`src/include/ddr4_lane_pkg.sv`:
```
// Package with register map, field positions and timing for the data lane block.
package ddr4_lane_pkg;
    // =====================================================
    // Register byte offsets
    localparam logic [7:0] MODE1_OFF = 8'h00;
    localparam logic [7:0] MODE4_OFF = 8'h04;
    localparam logic [7:0] MODE5_OFF = 8'h08;
    localparam logic [7:0] CTRL_OFF = 8'h0C;
    localparam logic [7:0] STAT_OFF = 8'h10;
    localparam logic [7:0] MASK_OFF = 8'h14;
    localparam logic [7:0] MEM_OFF  = 8'h20;
    // =====================================================
    // Field positions
    localparam int MR_W      = 16;
    localparam int TDQS_BIT  = 11;
    localparam int VREF_BIT  = 4;
    localparam int DM_BIT    = 10;
    localparam int WDBI_BIT  = 11;
    localparam int RDBI_BIT  = 12;
    localparam int PAR_LO    = 0;
    localparam int PAR_HI    = 2;
    localparam int RD_BIT    = 0;
    localparam int CRC_BIT   = 1;
    localparam int CT_BIT    = 2;
    localparam int VSEL_LO   = 4;
    localparam int BUSY_BIT  = 8;
    localparam int ALIN_BIT  = 9;
    localparam int ST_CRC    = 0;
    localparam int ST_PAR    = 1;
    localparam int ST_WR     = 2;
    localparam int ST_RD     = 3;
    localparam int ST_W      = 4;
    // =====================================================
    // Reset values
    localparam logic [MR_W-1:0] MR_RST   = 16'h0000;
    localparam logic [7:0]      CTRL_RST = 8'h00;
    localparam logic [ST_W-1:0] STAT_RST = 4'h0;
    // =====================================================
    // Timing
    localparam int CLK_NS     = 100;
    localparam int RD_HALF_NS = 400;
    localparam int PULSE_NS   = 1000;
    localparam int RECOV_NS   = 2000;
    localparam int RD_HALF    = (RD_HALF_NS + CLK_NS - 1) / CLK_NS;
    localparam int PULSE_CYC  = PULSE_NS / CLK_NS;
    localparam int RECOV_CYC  = RECOV_NS / CLK_NS;
    localparam int BURST      = 8;
    typedef enum logic [1:0] {AL_IDLE, AL_CRC, AL_PAR} alert_t;
    typedef enum logic {RD_IDLE, RD_RUN} rd_t;
endpackage

```
`src/core/ddr4_data_lane.sv`:
```
// Data lane of a DDR4 device with APB mode registers, CRC, inversion and alert.
`timescale 1ns/10ps
// How it works
// - Write beats whose mask pin samples low are not stored.
// - Mask pin is sampled on both strobe edges along with each beat.
// - Mode register 5 bits A10 A11 A12 choose mask or inversion use.
// - On x8, mode register 1 bit A11 selects termination strobe instead of mask.
// - Inversion pin low inverts stored write data and driven read data.
// - With CRC enabled a CRC beat follows the last data beat.
// - Mode register 4 bit A4 lets lines 0 to 3 monitor the reference.
// - Data bus width is 4, 8 or 16 lines.
// - Read strobe is edge aligned with data, write strobe is sampled.
// - On x16 each byte has its own strobe pair, otherwise one pair.
// - Strobes are only valid as a complementary pair.
// - Write CRC error pulses alert low for a fixed interval.
// - Parity error holds alert low until recovery completes.
// - In connectivity test the alert pin becomes an input.
// - Parity is checked over command and address when enabled.
module ddr4_data_lane
    import ddr4_lane_pkg::*;
#(
    parameter int DQ_W  = 8,
    parameter int CMD_W = 22,
    parameter logic [15:0] POLY = 16'h1021
) (
    // Clock and reset
    input  wire logic               clock_i,
    input  wire logic               rstn_i,
    // APB slave
    input  wire logic               psel_i,
    input  wire logic               penable_i,
    input  wire logic               pwrite_i,
    input  wire logic [7:0]         paddr_i,
    input  wire logic [31:0]        pwdata_i,
    output logic      [31:0]        prdata_o,
    output logic                    pready_o,
    output logic                    pslverr_o,
    // Data, strobe and shared mask or inversion pins
    input  wire logic [DQ_W-1:0]    dq_i,
    output logic      [DQ_W-1:0]    dq_o,
    output logic                    dq_oe_o,
    input  wire logic [DQ_W/16:0]   strobe_t_i,
    input  wire logic [DQ_W/16:0]   strobe_c_i,
    output logic      [DQ_W/16:0]   strobe_t_o,
    output logic      [DQ_W/16:0]   strobe_c_o,
    output logic                    strobe_oe_o,
    input  wire logic [DQ_W/16:0]   mask_invert_n_i,
    output logic      [DQ_W/16:0]   mask_invert_n_o,
    output logic                    mask_invert_n_oe_o,
    // Command parity inputs
    input  wire logic               ck_t_i,
    input  wire logic               cs_n_i,
    input  wire logic               parity_i,
    input  wire logic [CMD_W-1:0]   cmd_i,
    // Alert pin and misc outputs
    input  wire logic               alert_n_i,
    output logic                    alert_n_o,
    output logic                    alert_oe_o,
    output logic      [3:0]         vref_monitor_o,
    output logic                    irq_o
);
    localparam int LANES = (DQ_W == 16) ? 2 : 1;
    localparam int LW    = DQ_W / LANES;
    localparam int SW    = 3 * LANES + DQ_W + CMD_W + 4;
    localparam logic [3:0] LAST_D = 4'(BURST - 1);
    localparam logic [3:0] CRC_IX = 4'(BURST);

    // =====================================================
    // Input synchronisers
    logic [SW-1:0] raw, s1_q, s2_q, s3_q, stab_q, stab_d, chg;
    logic [LANES-1:0] n_st, n_sc, n_mi, e_st;
    logic [DQ_W-1:0]  n_dq;
    logic [CMD_W-1:0] n_cmd;
    logic n_al, n_ck, n_cs, n_par, e_ck;
    logic [SW-LANES-1:0] unused_chg;
    assign raw = {alert_n_i, ck_t_i, cs_n_i, parity_i, cmd_i, mask_invert_n_i, dq_i,
                  strobe_c_i, strobe_t_i};
    always_comb begin
        stab_d = (~(s2_q ^ s3_q) & s3_q) | ((s2_q ^ s3_q) & stab_q);
        chg    = stab_d ^ stab_q;
    end
    assign {n_al, n_ck, n_cs, n_par, n_cmd, n_mi, n_dq, n_sc, n_st} = stab_d;
    assign {unused_chg, e_st} = chg;
    assign e_ck = chg[SW-2] & n_ck;
    always_ff @(posedge clock_i) begin
        if (!rstn_i) begin
            s1_q   <= '0;
            s2_q   <= '0;
            s3_q   <= '0;
            stab_q <= '0;
        end else begin
            s1_q   <= raw;
            s2_q   <= s1_q;
            s3_q   <= s2_q;
            stab_q <= stab_d;
        end
    end

    // =====================================================
    // Registers and mode decode
    logic [MR_W-1:0] mode1_q, mode1_d, mode4_q, mode4_d, mode5_q, mode5_d;
    logic [7:0]      ctrl_q, ctrl_d;
    logic [ST_W-1:0] stat_q, stat_d, mask_q, mask_d, ev;
    logic [31:0]     prdata_d;
    logic            pready_d, pslverr_d, wr, start, tdqs, dm_on, wdbi, rdbi, crc_en;
    logic [DQ_W-1:0] mem_q [BURST];
    logic [DQ_W-1:0] mem_d [BURST];
    rd_t             rd_q, rd_d;
    always_comb begin
        tdqs   = (DQ_W == 8) && mode1_q[TDQS_BIT];
        wdbi   = mode5_q[WDBI_BIT] && !tdqs;
        dm_on  = mode5_q[DM_BIT] && !wdbi && !tdqs;
        rdbi   = mode5_q[RDBI_BIT] && !tdqs;
        crc_en = ctrl_q[CRC_BIT];
    end
    assign wr = psel_i && penable_i && pwrite_i && pready_o;
    always_comb begin
        mode1_d   = mode1_q;
        mode4_d   = mode4_q;
        mode5_d   = mode5_q;
        ctrl_d    = ctrl_q;
        mask_d    = mask_q;
        stat_d    = stat_q;
        start     = 1'b0;
        prdata_d  = 32'h0000_0000;
        pslverr_d = 1'b0;
        pready_d  = psel_i && !penable_i;
        if (wr) begin
            unique case (paddr_i)
                MODE1_OFF: mode1_d = pwdata_i[MR_W-1:0];
                MODE4_OFF: mode4_d = pwdata_i[MR_W-1:0];
                MODE5_OFF: mode5_d = pwdata_i[MR_W-1:0];
                CTRL_OFF: begin
                    ctrl_d = {pwdata_i[7:1], 1'b0};
                    start  = pwdata_i[RD_BIT] && (rd_q == RD_IDLE);
                end
                STAT_OFF: stat_d = stat_q & ~pwdata_i[ST_W-1:0];
                MASK_OFF: mask_d = pwdata_i[ST_W-1:0];
                default:  ;
            endcase
        end
        stat_d = stat_d | ev;
        if (psel_i && !penable_i) begin
            if (paddr_i == MODE1_OFF) begin
                prdata_d = {16'h0000, mode1_q};
            end else if (paddr_i == MODE4_OFF) begin
                prdata_d = {16'h0000, mode4_q};
            end else if (paddr_i == MODE5_OFF) begin
                prdata_d = {16'h0000, mode5_q};
            end else if (paddr_i == CTRL_OFF) begin
                prdata_d = {22'h00_0000, n_al, rd_q == RD_RUN, ctrl_q};
            end else if (paddr_i == STAT_OFF) begin
                prdata_d = {28'h000_0000, stat_q};
            end else if (paddr_i == MASK_OFF) begin
                prdata_d = {28'h000_0000, mask_q};
            end else if (paddr_i[7:5] == MEM_OFF[7:5] && paddr_i[1:0] == 2'b00) begin
                prdata_d = 32'(mem_q[paddr_i[4:2]]);
            end else begin
                pslverr_d = 1'b1;
            end
        end
    end
    always_ff @(posedge clock_i) begin
        if (!rstn_i) begin
            mode1_q   <= MR_RST;
            mode4_q   <= MR_RST;
            mode5_q   <= MR_RST;
            ctrl_q    <= CTRL_RST;
            stat_q    <= STAT_RST;
            mask_q    <= STAT_RST;
            prdata_o  <= 32'h0000_0000;
            pready_o  <= 1'b0;
            pslverr_o <= 1'b0;
            irq_o     <= 1'b0;
            vref_monitor_o <= 4'h0;
        end else begin
            mode1_q   <= mode1_d;
            mode4_q   <= mode4_d;
            mode5_q   <= mode5_d;
            ctrl_q    <= ctrl_d;
            stat_q    <= stat_d;
            mask_q    <= mask_d;
            prdata_o  <= prdata_d;
            pready_o  <= pready_d;
            pslverr_o <= pslverr_d;
            irq_o     <= |(stat_q & mask_q);
            vref_monitor_o <= mode4_q[VREF_BIT] ? ctrl_q[VSEL_LO+:4] : 4'h0;
        end
    end

    // =====================================================
    // Write capture per byte lane
    function automatic logic [LW-1:0] crc_step(input logic [LW-1:0] c, input logic [LW-1:0] d);
        crc_step = {c[LW-2:0], 1'b0} ^ (c[LW-1] ? POLY[LW-1:0] : '0) ^ d;
    endfunction
    logic [3:0]      beat_q [LANES];
    logic [3:0]      beat_d [LANES];
    logic [DQ_W-1:0] wcrc_q, wcrc_d;
    logic            crc_err, wr_done, par_err, rd_done;
    always_comb begin
        logic [LW-1:0] ld;
        ld      = '0;
        mem_d   = mem_q;
        beat_d  = beat_q;
        wcrc_d  = wcrc_q;
        crc_err = 1'b0;
        wr_done = 1'b0;
        for (int l = 0; l < LANES; l++) begin
            ld = n_dq[l*LW+:LW];
            if (wdbi && !n_mi[l]) begin
                ld = ~ld;
            end
            // Any edge of a valid pair is a beat while no read burst runs.
            if (e_st[l] && (n_st[l] != n_sc[l]) && rd_q == RD_IDLE) begin
                if (beat_q[l] < CRC_IX) begin
                    if (!(dm_on && !n_mi[l])) begin
                        mem_d[beat_q[l][2:0]][l*LW+:LW] = ld;
                    end
                    wcrc_d[l*LW+:LW] = crc_step(wcrc_q[l*LW+:LW], n_dq[l*LW+:LW]);
                    beat_d[l] = beat_q[l] + 4'h1;
                    if (beat_q[l] == LAST_D && !crc_en) begin
                        beat_d[l] = 4'h0;
                        wcrc_d[l*LW+:LW] = '0;
                        wr_done = wr_done || (l == 0);
                    end
                end else begin
                    crc_err = crc_err || (n_dq[l*LW+:LW] != wcrc_q[l*LW+:LW]);
                    beat_d[l] = 4'h0;
                    wcrc_d[l*LW+:LW] = '0;
                    wr_done = wr_done || (l == 0);
                end
            end
        end
        par_err = e_ck && !n_cs && (|mode5_q[PAR_HI:PAR_LO]) && (^{n_cmd, n_par});
        ev = {rd_done, wr_done, par_err, crc_err};
    end
    always_ff @(posedge clock_i) begin
        if (!rstn_i) begin
            wcrc_q <= '0;
            for (int l = 0; l < LANES; l++) begin
                beat_q[l] <= 4'h0;
            end
            for (int i = 0; i < BURST; i++) begin
                mem_q[i] <= '0;
            end
        end else begin
            wcrc_q <= wcrc_d;
            beat_q <= beat_d;
            mem_q  <= mem_d;
        end
    end

    // =====================================================
    // Read burst driver
    logic [3:0]      rbeat_q, rbeat_d, nb;
    logic [2:0]      rcnt_q, rcnt_d;
    logic [DQ_W-1:0] rcrc_q, rcrc_d, dq_d;
    logic [LANES-1:0] mi_d, stb_d;
    logic            oe_d, mioe_d, load;
    always_comb begin
        logic [LW-1:0] w;
        int zeros;
        w       = '0;
        zeros   = 0;
        rd_d    = rd_q;
        rbeat_d = rbeat_q;
        rcnt_d  = rcnt_q;
        rcrc_d  = rcrc_q;
        dq_d    = dq_o;
        mi_d    = mask_invert_n_o;
        stb_d   = strobe_t_o;
        oe_d    = dq_oe_o;
        mioe_d  = mask_invert_n_oe_o;
        load    = 1'b0;
        rd_done = 1'b0;
        nb      = rbeat_q;
        unique case (rd_q)
            RD_IDLE: if (start) begin
                rd_d   = RD_RUN;
                nb     = 4'h0;
                load   = 1'b1;
                rcrc_d = '0;
                stb_d  = '1;
                oe_d   = 1'b1;
                mioe_d = rdbi;
            end
            RD_RUN: if (rcnt_q != 3'h0) begin
                rcnt_d = rcnt_q - 3'h1;
            end else if (rbeat_q == (crc_en ? CRC_IX : LAST_D)) begin
                rd_d    = RD_IDLE;
                oe_d    = 1'b0;
                mioe_d  = 1'b0;
                stb_d   = '0;
                rd_done = 1'b1;
            end else begin
                nb    = rbeat_q + 4'h1;
                load  = 1'b1;
                stb_d = ~strobe_t_o;
            end
        endcase
        if (load) begin
            rbeat_d = nb;
            rcnt_d  = 3'(RD_HALF - 1);
            for (int l = 0; l < LANES; l++) begin
                if (nb < CRC_IX) begin
                    w = mem_q[nb[2:0]][l*LW+:LW];
                    zeros = 0;
                    for (int b = 0; b < LW; b++) begin
                        zeros = zeros + (w[b] ? 0 : 1);
                    end
                    mi_d[l] = !(rdbi && zeros > LW / 2);
                    dq_d[l*LW+:LW] = mi_d[l] ? w : ~w;
                    rcrc_d[l*LW+:LW] = crc_step(rcrc_d[l*LW+:LW], dq_d[l*LW+:LW]);
                end else begin
                    mi_d[l] = 1'b1;
                    dq_d[l*LW+:LW] = rcrc_q[l*LW+:LW];
                end
            end
        end
    end
    always_ff @(posedge clock_i) begin
        if (!rstn_i) begin
            rd_q       <= RD_IDLE;
            rbeat_q    <= 4'h0;
            rcnt_q     <= 3'h0;
            rcrc_q     <= '0;
            dq_o       <= '0;
            dq_oe_o    <= 1'b0;
            strobe_t_o <= '0;
            strobe_c_o <= '1;
            strobe_oe_o <= 1'b0;
            mask_invert_n_o    <= '1;
            mask_invert_n_oe_o <= 1'b0;
        end else begin
            rd_q       <= rd_d;
            rbeat_q    <= rbeat_d;
            rcnt_q     <= rcnt_d;
            rcrc_q     <= rcrc_d;
            dq_o       <= dq_d;
            dq_oe_o    <= oe_d;
            strobe_t_o <= stb_d;
            strobe_c_o <= ~stb_d;
            strobe_oe_o <= oe_d;
            mask_invert_n_o    <= mi_d;
            mask_invert_n_oe_o <= mioe_d;
        end
    end

    // =====================================================
    // Alert sequencer
    alert_t    al_q, al_d;
    logic [7:0] acnt_q, acnt_d;
    always_comb begin
        al_d   = al_q;
        acnt_d = (acnt_q != 8'h00) ? acnt_q - 8'h01 : 8'h00;
        if (par_err) begin
            al_d   = AL_PAR;
            acnt_d = 8'(RECOV_CYC - 1);
        end else if (crc_err && al_q == AL_IDLE) begin
            al_d   = AL_CRC;
            acnt_d = 8'(PULSE_CYC - 1);
        end else if (al_q != AL_IDLE && acnt_q == 8'h00) begin
            al_d   = AL_IDLE;
        end
    end
    always_ff @(posedge clock_i) begin
        if (!rstn_i) begin
            al_q       <= AL_IDLE;
            acnt_q     <= 8'h00;
            alert_n_o  <= 1'b1;
            alert_oe_o <= 1'b1;
        end else begin
            al_q       <= al_d;
            acnt_q     <= acnt_d;
            alert_n_o  <= (al_d == AL_IDLE);
            alert_oe_o <= !ctrl_q[CT_BIT];
        end
    end

    // =====================================================
    // Checks
    logic [2:0]    w_idx;
    logic [LW-1:0] ld0;
    logic          wr_ev0;
    assign w_idx  = beat_q[0][2:0];
    assign ld0    = n_dq[LW-1:0];
    assign wr_ev0 = e_st[0] && (n_st[0] != n_sc[0]) && rd_q == RD_IDLE && beat_q[0] < CRC_IX;
    mask_hold_a: assert property (@(posedge clock_i) disable iff (!rstn_i)
        (wr_ev0 && dm_on && !n_mi[0]) |=> mem_q[$past(w_idx)][LW-1:0] ==
        $past(mem_q[w_idx][LW-1:0])) else $error("masked beat was stored");
    dbi_store_a: assert property (@(posedge clock_i) disable iff (!rstn_i)
        (wr_ev0 && wdbi && !n_mi[0]) |=> mem_q[$past(w_idx)][LW-1:0] == ~$past(ld0))
        else $error("inverted beat stored wrong");
    crc_pulse_a: assert property (@(posedge clock_i) disable iff (!rstn_i)
        (crc_err && !par_err && al_q == AL_IDLE) |=> !alert_n_o ##9 !alert_n_o ##1 alert_n_o)
        else $error("crc alert pulse wrong");
    par_hold_a: assert property (@(posedge clock_i) disable iff (!rstn_i)
        par_err |=> (!alert_n_o) [*8]) else $error("parity alert released early");
    alert_in_a: assert property (@(posedge clock_i) disable iff (!rstn_i)
        ctrl_q[CT_BIT] |=> !alert_oe_o) else $error("alert driven in test mode");
    vref_off_a: assert property (@(posedge clock_i) disable iff (!rstn_i)
        !mode4_q[VREF_BIT] |=> vref_monitor_o == 4'h0) else $error("vref monitor leaked");
    strobe_pair_a: assert property (@(posedge clock_i) disable iff (!rstn_i)
        strobe_oe_o |-> strobe_t_o == ~strobe_c_o) else $error("strobe not differential");
    edge_align_a: assert property (@(posedge clock_i) disable iff (!rstn_i)
        (dq_oe_o && $past(dq_oe_o) && $changed(dq_o)) |-> $changed(strobe_t_o))
        else $error("read data not edge aligned");
    wr_done_c: cover property (@(posedge clock_i) disable iff (!rstn_i) wr_done);
    crc_err_c: cover property (@(posedge clock_i) disable iff (!rstn_i) crc_err);
    rd_done_c: cover property (@(posedge clock_i) disable iff (!rstn_i) rd_done);
endmodule

```
`config.mk`:
```
export PLATFORM = sky130hd
export DESIGN_NAME = ddr4_data_lane
export DESIGN_NICKNAME = d
export VERILOG_FILES = /design/src/include/ddr4_lane_pkg.sv /design/src/core/ddr4_data_lane.sv
export SDC_FILE = /design/constraint.sdc
export NUM_CORES = 1
export LEC_CHECK = 0
export ABC_AREA = 0
export CORE_MARGIN = 8
export CORE_UTILIZATION = 35
export CTS_BUF_LIST = sky130_fd_sc_hd__clkbuf_4 sky130_fd_sc_hd__clkbuf_8
export DETAILED_ROUTE_END_ITERATION = 10
export DONT_BUFFER_PORTS = 1
export GPL_TIMING_DRIVEN = 0
export PLACE_DENSITY = 0.46
export SLEW_MARGIN = 10
export SYNTH_ARGS = -nofsm -noshare
export SYNTH_HDL_FRONTEND = slang
export SYNTH_SLANG_ARGS = --single-unit
```
`constraint.sdc`:
```
create_clock -name clock_i -period 18.8 [get_ports clock_i]
set_clock_uncertainty 0.1 [all_clocks]
set_input_delay 0.94 -clock clock_i [delete_from_list [all_inputs] [get_ports clock_i]]
set_output_delay 0.94 -clock clock_i [all_outputs]
set_load 0.02 [all_outputs]
```
Word-level counts from Yosys, hierarchy flattened
Cells that the tools add are included.
W data, S select, Z words.
{"block": "word_totals", "rom_bits": 0, "out_inout_bits": 55, "ram_bits": 0, "n_memories": 0, "word_cells": 240, "inputBits": 82, "latchBits": 0, "reg_bits": 367}
{"block": "classes", "n_reduce_logical": 58, "n_shift": 0, "div_mod_pow": 0, "eq_ne": 13, "order_cmp": 7, "multipliers": 0, "mux": 81, "add_sub_neg": 11, "bitwise_logic": 27}
{"cell": "$mux W8", "count": 17}
{"cell": "$and A37 B37 Y37", "count": 2}
{"cell": "$bwmux W64", "count": 1}
{"cell": "$bmux W8 S3", "count": 2}
{"cell": "$mux W16", "count": 3}
{"cell": "$not A37 Y37", "count": 1}
{"cell": "$or A37 B37 Y37", "count": 1}
{"cell": "$xor A37 B37 Y37", "count": 1}
{"cell": "$xor A36 B36 Y36", "count": 1}
{"cell": "$mux W4", "count": 8}
{"cell": "$mux W1", "count": 31}
{"cell": "$demux W8 S3", "count": 1}
{"cell": "$reduce_xor A23 Y1", "count": 1}
{"cell": "$logic_and A1 B1 Y1", "count": 22}
{"cell": "$reduce_and A2 Y1", "count": 9}
{"cell": "$eq A8 B4 Y1 const B", "count": 2}
{"cell": "$eq A8 B5 Y1 const B", "count": 2}
{"cell": "$logic_not A8 Y1", "count": 2}
{"cell": "$not A8 Y8", "count": 2}
{"cell": "$xor A8 B6 Y8", "count": 2}
{"cell": "$xor A8 B8 Y8", "count": 2}
{"cell": "$mux W5", "count": 3}
{"cell": "$ge A4 B4 Y1 const B", "count": 3}
{"cell": "$mux W2", "count": 6}
{"cell": "other kinds (41)", "count": 72}

Longest topological paths before layout
{"block": "logic_depth", "ltp_word": 24, "ltp_mapped": 29, "ltp_nobuf": 27}

Worst setup path before layout
Ideal clock, no wire load.
{"block": "synth_timing", "path_kind": "input-to-reg", "from": "input port paddr_i[1]", "to": "register rcrc_q[4]", "setup_time_ns": 0.149, "required_ns": 18.551, "path_buffers": 3, "t_arrival_ns": 7.116, "cell_stages": 27, "setup_slack_ns": 11.434, "path_cell_list": "or4_1 > buf_2 > or4_4 > o21ai_4 > mux2_4 > buf_12 > mux2_2 > a22oi_1 > o21ai_2 > inv_1 > fa_1 > fa_1 > inv_1 > fa_1 > inv_1 > ha_1 > inv_1 > fa_1 > nand2b_1 > a221o_1 > a21oi_1 > nor2_2 > or2_2 > buf_1 > or3_1 > o211ai_1 > a221oi_1"}
{"block": "synth_between", "elab_chain_len": 23, "word_cells_on_any_way": 37, "classes_between": "add/sub: 7; order compare: 2; eq/ne: 1; mux: 22; bitwise: 4; reduce/logical: 1"}
{"element": "from (decl)", "line_no": "ddr4_data_lane.sv:33", "source": "input wire logic [7:0] paddr_i,"}
{"element": "$eq A8 B4 Y1 *", "line_no": "ddr4_data_lane.sv:129", "source": "unique case (paddr_i)"}
{"element": "$mux W1 *", "line_no": "ddr4_data_lane.sv:129"}
{"element": "$mux W1 *", "line_no": "ddr4_data_lane.sv:128", "source": "if (wr) begin"}
{"element": "$mux W4", "line_no": "ddr4_data_lane.sv:278", "source": "RD_IDLE: if (start) begin"}
{"element": "$pmux W4 S2", "line_no": "ddr4_data_lane.sv:277", "source": "unique case (rd_q)"}
{"element": "$not A3 Y4 (implied by the code)", "line_no": "ddr4_data_lane.sv:306", "source": "w = mem_q[nb[2:0]][l*LW+:LW];"}
{"element": "$bmux W8 S3", "line_no": "ddr4_data_lane.sv:306"}
{"element": "$mux W8 (implied by the code) (2 in a row)", "line_no": "ddr4_data_lane.sv:306"}
{"element": "[... 6 more ...]"}
{"element": "$add A6 B1 Y7", "line_no": "ddr4_data_lane.sv:309", "source": "zeros = zeros + (w[b] ? 0 : 1);"}
{"element": "$add A7 B1 Y8", "line_no": "ddr4_data_lane.sv:309"}
{"element": "$gt A8 B3 Y1", "line_no": "ddr4_data_lane.sv:311", "source": "mi_d[l] = !(rdbi && zeros > LW / 2);"}
{"element": "$logic_and A1 B1 Y1", "line_no": "ddr4_data_lane.sv:311"}
{"element": "$mux W8", "line_no": "ddr4_data_lane.sv:312", "source": "dq_d[l*LW+:LW] = mi_d[l] ? w : ~w;"}
{"element": "$xor A8 B8 Y8", "line_no": "ddr4_data_lane.sv:194", "source": "crc_step = {c[LW-2:0], 1'b0} ^ (c[LW-1] ? POLY[LW-1:0] : '0) ^ d;"}
{"element": "$mux W8", "line_no": "ddr4_data_lane.sv:305", "source": "if (nb < CRC_IX) begin"}
{"element": "$mux W8 *", "line_no": "ddr4_data_lane.sv:301", "source": "if (load) begin"}
{"element": "to (signal assigned)", "line_no": "ddr4_data_lane.sv:338", "source": "rcrc_q <= rcrc_d;"}
{"element": "to (decl)", "line_no": "ddr4_data_lane.sv:257", "source": "logic [DQ_W-1:0] rcrc_q, rcrc_d, dq_d;"}
Every way passes the cells marked *; elsewhere a longest branch is shown, timed or not. The select of a mux whose other input is x is not followed.
A chain may end at the register's enable or synchronous reset.

Worst setup path after layout
{"block": "layout_timing", "from": "input port paddr_i[2]", "to": "register rcrc_q[4]"}
Same word-level chain as after synthesis.

==> flow_summary.json <==
{
  "post-place-ws_ns": 10.11,
  "rr_worst_depth": 26,
  "grt_max_degree": 19,
  "n_antenna_cell": 0,
  "wire_per_inst_um": 19.1,
  "worst_path_dominant_cell_family": "adder cells",
  "remaining_drc_errors": 0,
  "synth_flop_cell": "dfxtp_1",
  "hold_path_class": "in2reg",
  "die_w_um": 219,
  "cp-end-kind": "flop",
  "antenna_found_initial": 0,
  "postCtsSetupBuffers": 0,
  "rows": 74,
  "syn2layout_area_growth_pct": 15.0,
  "yosysTopAreaCellShare": 0.486,
  "synthTopCellsByArea": "dfxtp_1 (49%), and2_1 (6.5%), mux2i_1 (4.9%)",
  "root_buffer": "clkbuf_8",
  "slew_headroom": 0.266,
  "first_pass_iters": 5,
  "cts_resized": 0,
  "crit_fanout": 10,
  "tightest_slew_ns": 1.09,
  "drt_iter0_drc": 699,
  "hold_violations": 0,
  "max_freq_mhz": 124,
  "synth_seq_cells": 351,
  "yosys-top-cells-count": "dfxtp_1 (351), nand2_1 (182), and2_1 (151), a21oi_1 (125), nor2_1 (123)",
  "grt_usage": 0.173,
  "rsz0062_at_grt": "no",
  "r2r_slack_ns": 11.04,
  "clock_sinks": 351,
  "cap_violations": 0,
  "die_h_um": 219,
  "slowest_delay_ns": 0.64,
  "cts_tree": "built",
  "num_io_pins": 137,
  "synth_edf_count": 0,
  "h-tree-depth": 2,
  "reg2reg_to": "rcrc_q[4]",
  "cts_buffer_depth": 3,
  "avgSynthCellArea_sq_um": 9.42,
  "path_clk_slew_ns": 0.07,
  "overflow": 0,
  "fin_ws_ns": 10.76,
  "ir_drop_uv": 82.5,
  "critPathKind": "in2reg",
  "final.setup.tns_ns": 0,
  "yosysMostFrequentCell": "dfxtp_1",
  "crit_slowest_cell": "clkbuf_1",
  "worst_skew_pair.late_latency_ns": 0.68,
  "slew_violations": 0,
  "ys_types": 66,
  "io_buffer_count": 0,
  "powerDensity_mw_per_mm2": 99.4,
  "min_from": "pwdata_i[12]",
  "initial_utilization": 0.354,
  "timing.final.crit_share": 0.428,
  "grt_pass1_vias": 10900,
  "synth.largest_area_cell": "dfxtp_1",
  "core-area_sq_mm": 0.0408,
  "viasPerCell": 4.95,
  "die_area_sq_mm": 0.0480,
  "routabilityCongestion": 0.850,
  "vias": 10900,
  "postRouteAntennaNets": 0,
  "final.min_clock_period_ns": 8.04,
  "ys_warn_count": 0,
  "finalNetCount": 1707,
  "cpMostUsedCell": "fa_1",
  "dp_hpwl_um": 30400,
  "p_leak_nw": 6.24,
  "cts_buffers": 61,
  "hold_depth": 2,
  "async_flop_share": 0,
  "r2r_start": "pready_o",
  "cp_num_buf_inv": 7,
  "grt_first_pass_wirelength_um": 64100,
  "start_kind": "input pin",
  "ys_seq_area_frac": 0.486,
  "hold_buffers": 0,
  "whs_endpoint": "mode1_q[12]",
  "final_layout_size_suffix_gt1_frac": 0.127,
  "status": "finished clean",
  "arrival_ns": 8.45,
  "syn_area_sq_mm": 0.0144,
  "worstSetupPathDepth": 27,
  "wl_um": 41900,
  "syn_inst": 1533,
  "crit_required_ns": 19.21,
  "finalSetupViolations": 0
}
## power by group
part | leakage (nW) | switching [W] | internal [W]
clock | 0.759 | 0.000336 | 0.000456
combinational | 2.63 | 0.0000543 | 0.0000331
sequential | 2.85 | 0.0000100 | 0.000762
total | 6.24 | 0.000401 | 0.00125
## kinds of logic after synthesis
group / Yosys count / synth area share
mux: 106 / 0.0900
flops: 351 / 0.486
xor+xnor: 65 / 0.0394
fa+ha+maj: 48 / 0.0376
simple gates: 563 / 0.190
compound gates: 267 / 0.114
other cells: 1 / 0.000260
buf+inv: 132 / 0.0421
## stage by stage
stage          hold slack [ns]  power, W   util  cell area, sq um  std cells
6_report                 0.293   0.00165  0.407             16600       2196
5_1_grt                  0.230   0.00172  0.407             16600       2196
4_1_cts                  0.235   0.00168  0.407             16600       2196
3_5_place_dp             0.318  0.000877  0.372             15200       2081
3_3_place_gp             0.318  0.000876  0.371             15200       2080
2_1_floorplan            0.267  0.000852      -             14500       1548
## area by class of cell
type | count | area, sq um
inverters | 25 | 93.8
well taps | 532 | 666
plain buffers | 107 | 514
clock inverters | 30 | 310
fillers | 4132 | 24200
clock buffers | 85 | 1110
repair buffers | 1 | 5.00
flip-flops and latches | 351 | 7030
multi-input cells | 1065 | 6890
## layout by cell type, fill, tap and decap left out, drive strengths merged, types with 21 or more instances in the layout
cell    instances
or2            21
dfxtp         351
maj3           35
nor2          124
a21oi         126
xor2           26
mux2i          71
inv            26
clkbuf        162
o21ai          39
buf            31
clkinv         23
and2          151
xnor2          39
a211oi         51
nand2         182
## how the worst max path moves through the flow
stage | from | to
6_report | paddr_i[2] | rcrc_q[4]
5_1_grt | paddr_i[2] | rcrc_q[2]
4_1_cts | paddr_i[2] | rcrc_q[4]
3_5_place_dp | paddr_i[2] | rcrc_q[4]
3_3_place_gp | paddr_i[2] | rcrc_q[3]
2_1_floorplan | paddr_i[1] | rcrc_q[4]
## state kept, by name, summed over array words and instances, names as in the netlist, 8 cells and up
signal,count
prdata_o,16
s1_q,37
stab_q,37
rcrc_q,8
acnt_q,8
s3_q,37
dq_o,8
mode1_q,16
mode5_q,16
mem_q,64
mode4_q,16
s2_q,37
wcrc_q,8
## per-layer routing
metal,vias to the layer above,GRT usage,share of wire
met5,-,0,0
met4,0,0.0569,0.026
met3,80,0.0390,0.050
met2,266,0.280,0.46
met1,5141,0.226,0.46
li1,5373,-,-
## worst reg2reg max path, stage by stage, from the launching register on
cell	delay (ns)
dfxtp_1	0.47
nand4_1	0.40
or4_1	0.63
clkbuf_2	0.24
and2_1	0.24
a21oi_2	0.28
buf_4	0.29
mux2i_1	0.22
mux2i_1	0.14
mux2i_1	0.40
fa_1	0.52
fa_1	0.51
inv_1	0.06
fa_1	0.46
inv_1	0.07
ha_1	0.16
inv_1	0.06
fa_1	0.48
nand2b_1	0.07
a221o_1	0.32
a21oi_1	0.27
nor2_2	0.20
or2_2	0.31
buf_1	0.17
or3_1	0.33
o211ai_1	0.10
a221oi_1	0.10
(Power assumes the default switching activity.)
